File: src/verilog/gas_debounce.sv
// shared package and the level debouncer of the gas alarm controller
`timescale 1ns/1ps

// ----------------------------------------------------------------------
// package
// ----------------------------------------------------------------------
package gas_pkg;
    typedef enum logic [2:0] {
        ST_WARMUP,
        ST_NORMAL,
        ST_WARNING,
        ST_ALARM,
        ST_ERROR
    } gas_state_t;

    typedef struct packed {
        logic [7:0] alarm_thr;     // alarm level, reading steps
        logic [7:0] warn_pct;      // warning level, percent of alarm
        logic       enc_mode;      // 1: encoded state, 0: proportional
        logic       bin_idle_high; // binary output idles high
        logic       bin_latch;     // alarm outputs latch until power off
        logic       fet_idle_on;   // power switch idles on
        logic       err_as_alarm;  // errors force alarm instead of error
    } gas_cfg_t;

    typedef struct packed {
        logic sensor_fail;
        logic temp_bad;
    } gas_fault_t;

    typedef struct packed {
        logic fw_bad;
        logic cal_bad;
        logic cfg_bad;
    } gas_cksum_t;

    // timing, in ms as printed, and derived cycle counts at 200 MHz
    localparam int unsigned CLK_HZ = 200_000_000;
    localparam int unsigned CYC_PER_MS = CLK_HZ / 1000;
    localparam int unsigned WARMUP_MS = 2000;
    localparam int unsigned BLINK_MS = 500;
    localparam int unsigned ERR_PERIOD_MS = 10000;
    localparam int unsigned ERR_PULSE_MS = 100;
    localparam int unsigned DEBOUNCE_MS = 100;
    localparam int unsigned WARMUP_CYC = WARMUP_MS * CYC_PER_MS;
    localparam int unsigned BLINK_CYC = BLINK_MS * CYC_PER_MS;
    localparam int unsigned ERR_PERIOD_CYC = ERR_PERIOD_MS * CYC_PER_MS;
    localparam int unsigned ERR_PULSE_CYC = ERR_PULSE_MS * CYC_PER_MS;
    localparam int unsigned DEBOUNCE_CYC = DEBOUNCE_MS * CYC_PER_MS;
    localparam int unsigned CNT_W = 32;

    // output coding
    localparam logic [10:0] DAC_OFFSET = 11'h0aa;
    localparam logic [9:0] DAC_MAX = 10'h3ff;
    localparam logic [7:0] CONC_FULL = 8'hff;
    localparam logic [9:0] LVL_FAULT_LO = 10'h000;
    localparam logic [9:0] LVL_NORMAL = 10'h0ab;
    localparam logic [9:0] LVL_WARNING = 10'h1aa;
    localparam logic [9:0] LVL_ALARM = 10'h2aa;
    localparam logic [9:0] LVL_FAULT_HI = 10'h3aa;
    localparam logic [15:0] PCT_DIV = 16'h0064;

    // four codes per reading step above the safety offset
    function automatic logic [9:0] dac_code(input logic [7:0] conc);
        logic [10:0] sum;
        sum = DAC_OFFSET + {1'b0, conc, 2'b00};
        return sum[10] ? DAC_MAX : sum[9:0];
    endfunction

    function automatic logic [9:0] enc_level(input gas_state_t st);
        logic [9:0] lvl;
        unique case (st)
            ST_WARMUP: lvl = LVL_FAULT_LO;
            ST_NORMAL: lvl = LVL_NORMAL;
            ST_WARNING: lvl = LVL_WARNING;
            ST_ALARM: lvl = LVL_ALARM;
            ST_ERROR: lvl = LVL_FAULT_HI;
        endcase
        return lvl;
    endfunction

    // warning level as a percentage of the alarm level, saturated
    function automatic logic [7:0] warn_level(input logic [7:0] thr,
                                              input logic [7:0] pct);
        logic [15:0] q;
        q = (thr * pct) / PCT_DIV;
        return (q[15:8] != 8'h00) ? 8'hff : q[7:0];
    endfunction
endpackage

// ----------------------------------------------------------------------
// debouncer: output follows input only after it held for HOLD_CYC
// ----------------------------------------------------------------------
module gas_debounce #(
    parameter int unsigned HOLD_CYC = gas_pkg::DEBOUNCE_CYC
) (
    input wire logic clk_in,  // core clock
    input wire logic rstn_in, // async reset, active low
    input wire logic raw_in,  // undebounced level
    output logic stable_out   // debounced level
);
    import gas_pkg::*;

    logic [CNT_W-1:0] cnt_q;

    always_ff @(posedge clk_in or negedge rstn_in) begin
        if (!rstn_in) begin
            cnt_q <= '0;
            stable_out <= 1'b0;
        end else if (raw_in == stable_out) begin
            cnt_q <= '0;
        end else if (cnt_q >= HOLD_CYC - 1) begin
            cnt_q <= '0;
            stable_out <= raw_in;
        end else begin
            cnt_q <= cnt_q + 1'b1;
        end
    end
endmodule

File: src/verilog/gas_state_ctrl.sv
// state controller and output encoder of the gas alarm monitor
// Operation
// - enter alarm when reading reaches or exceeds the configured alarm level
// - enter warning at a configured percentage of the alarm level
// - warning: indicator alternates red and green
// - alarm: indicator alternates red and dark
// - error on sensor failure, temperature out of range or bad checksum
// - error: report full-scale reading in place of the measurement
// - error: indicator dark with a short red pulse about every ten seconds
// - sensor and temperature errors clear by themselves when the cause goes
// - low voltage or watchdog timeout restarts in warm-up, not error
// - proportional code steps four units per reading step
// - proportional code carries a fixed offset of 170 steps
// - encoded mode: one level per normal, warning and alarm state
// - encoded mode: faults at the bottom or top level
// - binary alarm output asserts on alarm, idle polarity configurable
// - alarm output auto-releases or latches until power is cycled
// - power switch asserts on alarm, idle on or off configurable
// - errors reported as error state or forced alarm, by configuration
// - checksum failure after power-up holds the error state
// - baseline capture refused at high concentration, baseline unchanged
// - readings averaged and threshold crossings debounced
// - after reset: two seconds warm-up, zero reading, green blink
// - normal: steady green; other states fall back to normal
`timescale 1ns/1ps

module gas_state_ctrl #(
    parameter int unsigned WARMUP_CYC_P = gas_pkg::WARMUP_CYC,
    parameter int unsigned BLINK_CYC_P = gas_pkg::BLINK_CYC,
    parameter int unsigned ERR_PERIOD_CYC_P = gas_pkg::ERR_PERIOD_CYC,
    parameter int unsigned ERR_PULSE_CYC_P = gas_pkg::ERR_PULSE_CYC,
    parameter int unsigned DEBOUNCE_CYC_P = gas_pkg::DEBOUNCE_CYC
) (
    input wire logic CORE_CLK_IN,                // 200 MHz core clock
    input wire logic RSTN_IN,                    // power-on reset, low
    input wire gas_pkg::gas_cfg_t CFG_IN,        // stored configuration
    input wire gas_pkg::gas_fault_t FAULT_IN,    // live fault levels
    input wire logic CKSUM_DONE_IN,              // checksum result strobe
    input wire gas_pkg::gas_cksum_t CKSUM_FAIL_IN, // failed memories
    input wire logic WATCHDOG_TIMEOUT_RESET_IN,  // watchdog timeout
    input wire logic LOW_VOLT_INHIBIT_IN,        // supply below limit
    input wire logic SAMPLE_VALID_IN,            // new raw sample strobe
    input wire logic [7:0] RAW_LEVEL_IN,         // scaled raw reading
    input wire logic ZERO_REQ_IN,                // baseline capture request
    output gas_pkg::gas_state_t STATE_OUT,       // device state
    output logic [7:0] CONC_OUT,                 // reported reading
    output logic [9:0] DAC_CODE_OUT,             // output converter code
    output logic LED_RED_OUT,                    // red indicator
    output logic LED_GREEN_OUT,                  // green indicator
    output logic BIN_ALARM_OUT,                  // binary alarm level
    output logic FET_GATE_OUT,                   // power switch gate
    output logic [7:0] BASELINE_OUT,             // stored baseline
    output logic ZERO_DONE_OUT,                  // capture accepted pulse
    output logic ZERO_REJECT_OUT                 // capture refused pulse
);
    import gas_pkg::*;

    gas_state_t state_q;
    gas_state_t state_d;
    logic [CNT_W-1:0] wu_cnt_q;
    logic [CNT_W-1:0] blink_cnt_q;
    logic [CNT_W-1:0] err_cnt_q;
    logic blink_q;
    logic cksum_bad_q;
    logic latch_q;
    logic [9:0] acc_q;
    logic [7:0] baseline_q;
    logic [7:0] net_w;
    logic [7:0] avg_w;
    logic [7:0] warn_lvl_w;
    logic [7:0] reading_w;
    logic restart_w;
    logic err_now_w;
    logic wu_done_w;
    logic alarm_db_w;
    logic warn_db_w;
    logic high_conc_w;
    logic bin_act_w;

    // ------------------------------------------------------------------
    // reading path: baseline, averaging, thresholds
    // ------------------------------------------------------------------
    assign net_w = (RAW_LEVEL_IN > baseline_q) ?
                   8'(RAW_LEVEL_IN - baseline_q) : 8'h00;
    assign avg_w = acc_q[9:2];
    assign warn_lvl_w = warn_level(CFG_IN.alarm_thr, CFG_IN.warn_pct);
    // "high" taken as at or above the warning level
    assign high_conc_w = avg_w >= warn_lvl_w;

    // accumulator holds four times the average, so a steady input
    // settles on its exact value without rounding drift
    always_ff @(posedge CORE_CLK_IN or negedge RSTN_IN) begin
        if (!RSTN_IN) begin
            acc_q <= '0;
        end else if (SAMPLE_VALID_IN) begin
            acc_q <= acc_q - {2'b00, acc_q[9:2]} + {2'b00, net_w};
        end
    end

    gas_debounce #(
        .HOLD_CYC(DEBOUNCE_CYC_P)
    ) u_alarm_db (
        .clk_in(CORE_CLK_IN),
        .rstn_in(RSTN_IN),
        .raw_in(avg_w >= CFG_IN.alarm_thr),
        .stable_out(alarm_db_w)
    );

    gas_debounce #(
        .HOLD_CYC(DEBOUNCE_CYC_P)
    ) u_warn_db (
        .clk_in(CORE_CLK_IN),
        .rstn_in(RSTN_IN),
        .raw_in(avg_w >= warn_lvl_w),
        .stable_out(warn_db_w)
    );

    // ------------------------------------------------------------------
    // baseline capture
    // ------------------------------------------------------------------
    always_ff @(posedge CORE_CLK_IN or negedge RSTN_IN) begin
        if (!RSTN_IN) begin
            baseline_q <= '0;
            ZERO_DONE_OUT <= 1'b0;
            ZERO_REJECT_OUT <= 1'b0;
        end else begin
            ZERO_DONE_OUT <= ZERO_REQ_IN && !high_conc_w;
            ZERO_REJECT_OUT <= ZERO_REQ_IN && high_conc_w;
            if (ZERO_REQ_IN && !high_conc_w) begin
                baseline_q <= RAW_LEVEL_IN;
            end
        end
    end
    assign BASELINE_OUT = baseline_q;

    // ------------------------------------------------------------------
    // error sources
    // ------------------------------------------------------------------
    // checksums are judged once per power-up; only a full reset clears
    always_ff @(posedge CORE_CLK_IN or negedge RSTN_IN) begin
        if (!RSTN_IN) begin
            cksum_bad_q <= 1'b0;
        end else if (CKSUM_DONE_IN && (|CKSUM_FAIL_IN)) begin
            cksum_bad_q <= 1'b1;
        end
    end

    // sensor and temperature are live levels, so those errors end with their cause; the checksum flag holds
    assign err_now_w = FAULT_IN.sensor_fail || FAULT_IN.temp_bad ||
                       cksum_bad_q;
    assign restart_w = WATCHDOG_TIMEOUT_RESET_IN || LOW_VOLT_INHIBIT_IN;

    // ------------------------------------------------------------------
    // state machine
    // ------------------------------------------------------------------
    assign wu_done_w = wu_cnt_q >= WARMUP_CYC_P - 1;

    always_ff @(posedge CORE_CLK_IN or negedge RSTN_IN) begin
        if (!RSTN_IN) begin
            wu_cnt_q <= '0;
        end else if (restart_w || state_q != ST_WARMUP) begin
            wu_cnt_q <= '0;
        end else if (!wu_done_w) begin
            wu_cnt_q <= wu_cnt_q + 1'b1;
        end
    end

    always_comb begin
        state_d = state_q;
        if (restart_w) begin
            state_d = ST_WARMUP;
        end else if (state_q == ST_WARMUP) begin
            if (wu_done_w) begin
                state_d = ST_NORMAL;
            end
        end else if (err_now_w) begin
            state_d = CFG_IN.err_as_alarm ? ST_ALARM : ST_ERROR;
        end else if (alarm_db_w) begin
            state_d = ST_ALARM;
        end else if (warn_db_w) begin
            state_d = ST_WARNING;
        end else begin
            state_d = ST_NORMAL;
        end
    end

    always_ff @(posedge CORE_CLK_IN or negedge RSTN_IN) begin
        if (!RSTN_IN) begin
            state_q <= ST_WARMUP;
        end else begin
            state_q <= state_d;
        end
    end
    assign STATE_OUT = state_q;

    // ------------------------------------------------------------------
    // reported reading and converter code
    // ------------------------------------------------------------------
    always_comb begin
        unique case (state_q)
            ST_WARMUP: reading_w = 8'h00;
            ST_ERROR: reading_w = CONC_FULL;
            // a forced alarm from an error still fails safe
            default: reading_w = err_now_w ? CONC_FULL : avg_w;
        endcase
    end

    // reset code sits on the offset so a live zero is never mistaken
    // for a broken wire
    always_ff @(posedge CORE_CLK_IN or negedge RSTN_IN) begin
        if (!RSTN_IN) begin
            CONC_OUT <= '0;
            DAC_CODE_OUT <= DAC_OFFSET[9:0];
        end else begin
            CONC_OUT <= reading_w;
            if (CFG_IN.enc_mode) begin
                DAC_CODE_OUT <= enc_level(state_q);
            end else begin
                DAC_CODE_OUT <= dac_code(reading_w);
            end
        end
    end

    // ------------------------------------------------------------------
    // indicator timing
    // ------------------------------------------------------------------
    always_ff @(posedge CORE_CLK_IN or negedge RSTN_IN) begin
        if (!RSTN_IN) begin
            blink_cnt_q <= '0;
            blink_q <= 1'b0;
        end else if (blink_cnt_q >= BLINK_CYC_P - 1) begin
            blink_cnt_q <= '0;
            blink_q <= !blink_q;
        end else begin
            blink_cnt_q <= blink_cnt_q + 1'b1;
        end
    end

    // restarted on entry so the first red pulse comes at once
    always_ff @(posedge CORE_CLK_IN or negedge RSTN_IN) begin
        if (!RSTN_IN) begin
            err_cnt_q <= '0;
        end else if (state_q != ST_ERROR ||
                     err_cnt_q >= ERR_PERIOD_CYC_P - 1) begin
            err_cnt_q <= '0;
        end else begin
            err_cnt_q <= err_cnt_q + 1'b1;
        end
    end

    always_ff @(posedge CORE_CLK_IN or negedge RSTN_IN) begin
        if (!RSTN_IN) begin
            LED_RED_OUT <= 1'b0;
            LED_GREEN_OUT <= 1'b0;
        end else begin
            unique case (state_q)
                ST_WARMUP: begin
                    LED_RED_OUT <= 1'b0;
                    LED_GREEN_OUT <= blink_q;
                end
                ST_NORMAL: begin
                    LED_RED_OUT <= 1'b0;
                    LED_GREEN_OUT <= 1'b1;
                end
                ST_WARNING: begin
                    LED_RED_OUT <= blink_q;
                    LED_GREEN_OUT <= !blink_q;
                end
                ST_ALARM: begin
                    LED_RED_OUT <= blink_q;
                    LED_GREEN_OUT <= 1'b0;
                end
                ST_ERROR: begin
                    LED_RED_OUT <= err_cnt_q < ERR_PULSE_CYC_P;
                    LED_GREEN_OUT <= 1'b0;
                end
            endcase
        end
    end

    // ------------------------------------------------------------------
    // binary alarm and power switch
    // ------------------------------------------------------------------
    // the latch survives watchdog and low-voltage restarts; only a
    // power-on reset clears it
    always_ff @(posedge CORE_CLK_IN or negedge RSTN_IN) begin
        if (!RSTN_IN) begin
            latch_q <= 1'b0;
        end else if (state_q == ST_ALARM && CFG_IN.bin_latch) begin
            latch_q <= 1'b1;
        end
    end

    assign bin_act_w = (state_q == ST_ALARM) || latch_q;

    always_ff @(posedge CORE_CLK_IN or negedge RSTN_IN) begin
        if (!RSTN_IN) begin
            BIN_ALARM_OUT <= 1'b0;
            FET_GATE_OUT <= 1'b0;
        end else begin
            BIN_ALARM_OUT <= bin_act_w ^ CFG_IN.bin_idle_high;
            FET_GATE_OUT <= bin_act_w ^ CFG_IN.fet_idle_on;
        end
    end
endmodule

File: config.mk
export PLATFORM = sky130hd
export DESIGN_NAME = gas_state_ctrl
export DESIGN_NICKNAME = d
export VERILOG_FILES = /design/src/verilog/gas_debounce.sv /design/src/verilog/gas_state_ctrl.sv
export SDC_FILE = /design/constraint.sdc
export NUM_CORES = 1
export LEC_CHECK = 0
export BUFFER_PORTS_ARGS = -buffer_cell sky130_fd_sc_hd__buf_2
export CORE_UTILIZATION = 55
export CTS_BUF_LIST = sky130_fd_sc_hd__clkbuf_16
export DETAILED_ROUTE_END_ITERATION = 6
export PLACE_DENSITY = 0.79
export SYNTH_ARGS = -nofsm -noshare
export SYNTH_HDL_FRONTEND = slang
export SYNTH_SLANG_ARGS = --single-unit
File: constraint.sdc
create_clock -name CORE_CLK_IN -period 5.6 [get_ports CORE_CLK_IN]
set_input_delay 1.12 -clock CORE_CLK_IN [delete_from_list [all_inputs] [get_ports CORE_CLK_IN]]
set_output_delay 1.12 -clock CORE_CLK_IN [all_outputs]
set_load 0.1 [all_outputs]
==> impl_results.md <==
- Outcome: complete, but fails checks
- Failing checks: setup timing
- Core Util, Final: 72.06%
- Core Area: 26060 um2
- Syn avg cell area: 8.971 um2
- Worst path top cell family by delay: compound AO/OA/AOI/OAI gates
- Critical hold path startpoint: cksum_bad_q$_DFFE_PN0P_
- Initial antenna violation count: 1
- Vias: 13010
- Critical path's largest stage delay: 0.58 ns
- # H-tree levels: 1
- IO Count: 76
- Crit path arrival time: 12.28 ns
- CP max-delay cell: fa_1
- Area grow syn2layout: 28.25%
- 1st-pass router iterations: 5
- Seq/Total Area, Yosys: 35.93%
- Nets: 2097
- GPL Wtd Cong: 0.9133
- Most used cell, CP: fa_1
- R2r startpoint: BASELINE_OUT[0]$_DFFE_PN0P_
- Worst path buffer plus inverter count: 9
- Max Slew Vio Count: 0
- EDFF count, synth: 0
- Reg2reg end: acc_q[9]$_DFFE_PN0P_
- CTS tree: done
- Final Cycle Share: 211.6%
- Synth Register Bits: 210
- Vias/cell: 5.690
- Skew final: 0.03028 ns
- CP required: 6.03 ns
- Clk pin slew, worst setup/hold paths: 0.06 ns
- Port bufs: 75
- Remaining Overflow, GRT: 0
- Largest net degree at the start of global routing: 123
- Critical path startpoint category: input pin
- Final HPWL DP: 25610 um
- Worst Path Max Fanout: 6
- F_max: 0.08441 GHz
- Synth Flop Type: dfrtp_1
- Hold-fix buffers, CTS: 0
- WL/cell: 16.52 um
- Initial Util: 56.18%
- Worst Setup End Kind: register
- Crit Path Category: input pin to register
- Yosys cell types: 96
- Row Count: 59
- Final Non-Filler Cells: 2287
- Clock root buffer master: clkbuf_16
- Worst slew margin: 31.96%
- Synthesized instance count: 1632
- Final setup margin: -6.247 ns
- Commonest cells after routing, fill and taps aside: 218 x buf_4, 206 x dfrtp_1, 201 x nor2_1
- RSZ-0062 raised after global routing: yes
- Die Footprint: 27270 um2
- Asr flop ratio synth: 100.0%
- Clock latency on the worst-skew pair: 0.52 ns
- Layout cell share with drive strength beyond 1: 25.83%
- Max-Cap Viols: 0
- Routed Antenna Nets: 0
- GRT Overall Usage: 26.32%
- Worst Hold Path EP: cksum_bad_q$_DFFE_PN0P_
- Vias in the first global route: 12780
- Final instance area: 18780 um2
- Min-Delay Path Class: register to register
- Worst reg-to-reg path cell count: 25
- Dpl cells: 2211
- Worst-Margin Slew: 1.021 ns
- Final hold vios: 0
- TritonCTS Buffers: 22
- Flop2flop setup slack: 0.54 ns
- First-pass GRT wire length: 58770 um
- Clk sink count: 210
- Commonest non-fill, non-tap cell in the layout: buf_4
- # DRC: 0
- Minimum clock period: 11.85 ns
- Ys Warns: 0
- Starting DRT DRC Count: 816
- Die H: 165.2 um
- Final wirelength: 37780 um
- Setup violators final: 36
- Area of placed instances: 16910 um2
- CTS Buffer Depth: 3
- Hold path depth: 1
- Die width: 165.2 um
- Cell area after synthesis: 14640 um2
[through the flow]
stage               setup TNS (ns)  hold slack, ns  setup WS [ns]
floorplan                  -213.84          0.4357         -6.062
global placement           -231.67          0.4493         -6.484
detailed placement         -240.02          0.4542         -6.719
CTS                        -208.19          0.4727         -5.866
global route               -237.33          0.4976         -6.718
finish                     -220.75          0.4718         -6.247
[synth_stat cells (all sizes together), types with 6 or more instances]
cell type | count | area [um2]
buf | 10 | 57.55
o211ai | 6 | 45.04
o31ai | 8 | 73.82
a31oi | 12 | 75.07
mux2i | 11 | 110.1
fa | 45 | 900.9
xnor2 | 79 | 691.9
nand3 | 66 | 335.3
nand2 | 131 | 491.7
dfrtp | 206 | 5155
or3 | 15 | 98.84
a211oi | 10 | 97.59
o21ai | 79 | 402.9
ha | 76 | 950.9
nor3 | 32 | 175.2
nor4 | 9 | 56.30
or2 | 9 | 56.30
and2 | 65 | 406.6
nor2b | 13 | 81.33
a21o | 21 | 157.7
nand2b | 17 | 108.9
and3 | 47 | 299.0
nand4 | 18 | 112.6
a31o | 6 | 52.55
clkbuf | 36 | 135.1
mux2 | 6 | 67.56
inv | 106 | 397.9
xor2 | 79 | 691.9
o21bai | 8 | 60.06
o22ai | 8 | 50.05
a21oi | 73 | 372.9
o21a | 9 | 67.56
nor2 | 227 | 852.1
[worst register-to-register path, cell delays in order, from the launching register on]
cell      delay, ns
dfrtp_1        0.40
ha_1           0.16
inv_1          0.06
fa_1           0.38
a21o_1         0.19
a21o_1         0.19
a21o_1         0.19
a21oi_1        0.21
nor2b_1        0.09
o21a_1         0.21
o22a_1         0.23
nand2_1        0.11
fa_1           0.43
inv_1          0.08
ha_1           0.23
a21o_1         0.16
a21o_1         0.19
a21o_1         0.19
a21oi_1        0.21
o21bai_1       0.10
a21oi_1        0.23
o21bai_1       0.11
a21oi_1        0.23
xnor2_1        0.15
nand2_1        0.08
xnor2_1        0.14
[metal layers]
layer,routed length (um),track usage (%)
met1,15490,33.35
met5,0,0
met2,19200,46.52
met3,2058,3.546
met4,1030,7.882
[flip-flops by register name, summed over array words and instances, names as in the netlist, 3 cells and up]
register and cells:
blink_cnt_q 32, err_cnt_q 32, u_alarm_db.cnt_q 32, u_warn_db.cnt_q 32, wu_cnt_q 32, DAC_CODE_OUT 10
acc_q 10, BASELINE_OUT 8, CONC_OUT 8, STATE_OUT 3
[logic make-up after synthesis]
| kind of cell | count (synthesis) | share of synthesized area [%] |
|---|---|---|
| fa+ha+maj | 124 | 12.85 |
| flops | 210 | 35.93 |
| compound gates | 299 | 14.11 |
| mux | 17 | 1.214 |
| buf+inv | 152 | 4.034 |
| simple gates | 671 | 22.38 |
| other cells | 1 | 0.02561 |
| xor+xnor | 158 | 9.452 |
[what timing repair did]
item,4_1_cts,5_1_grt
pin swaps,35,41
buffers inserted,18,14
gates resized for setup,124,96
setup endpoints to repair,36,36
cloned,3,1
[worst max path at each step]
stage,start,endpoint,slack (ns),cells past startpoint
2_1_floorplan,CFG_IN[20],BASELINE_OUT[0]$_DFFE_PN0P_,-6.06,49
3_3_place_gp,CFG_IN[8],u_warn_db.cnt_q[16]$_DFF_PN0_,-6.48,50
3_5_place_dp,CFG_IN[16],u_warn_db.cnt_q[16]$_DFF_PN0_,-6.72,48
4_1_cts,CFG_IN[14],u_warn_db.cnt_q[6]$_DFF_PN0_,-5.87,50
5_1_grt,CFG_IN[16],u_warn_db.cnt_q[7]$_DFF_PN0_,-6.72,53
6_report,CFG_IN[19],u_warn_db.cnt_q[7]$_DFF_PN0_,-6.25,53
[cell type report]
| class | instances | area, um2 |
|---|---|---|
| Inverter | 106 | 397.9 |
| Tap cell | 335 | 419.2 |
| Fill cell | 1777 | 7282 |
| Antenna cell | 1 | 2.502 |
| Multi-Input combinational cell | 1289 | 9709 |
| Clock buffer | 22 | 550.5 |
| Timing Repair Buffer | 306 | 2320 |
| Clock inverter | 18 | 117.6 |
| Sequential cell | 210 | 5260 |
Power is left out: the tool's default activity adds up to more than one toggle a clock period on the data nets, which glitch-free logic cannot reach.
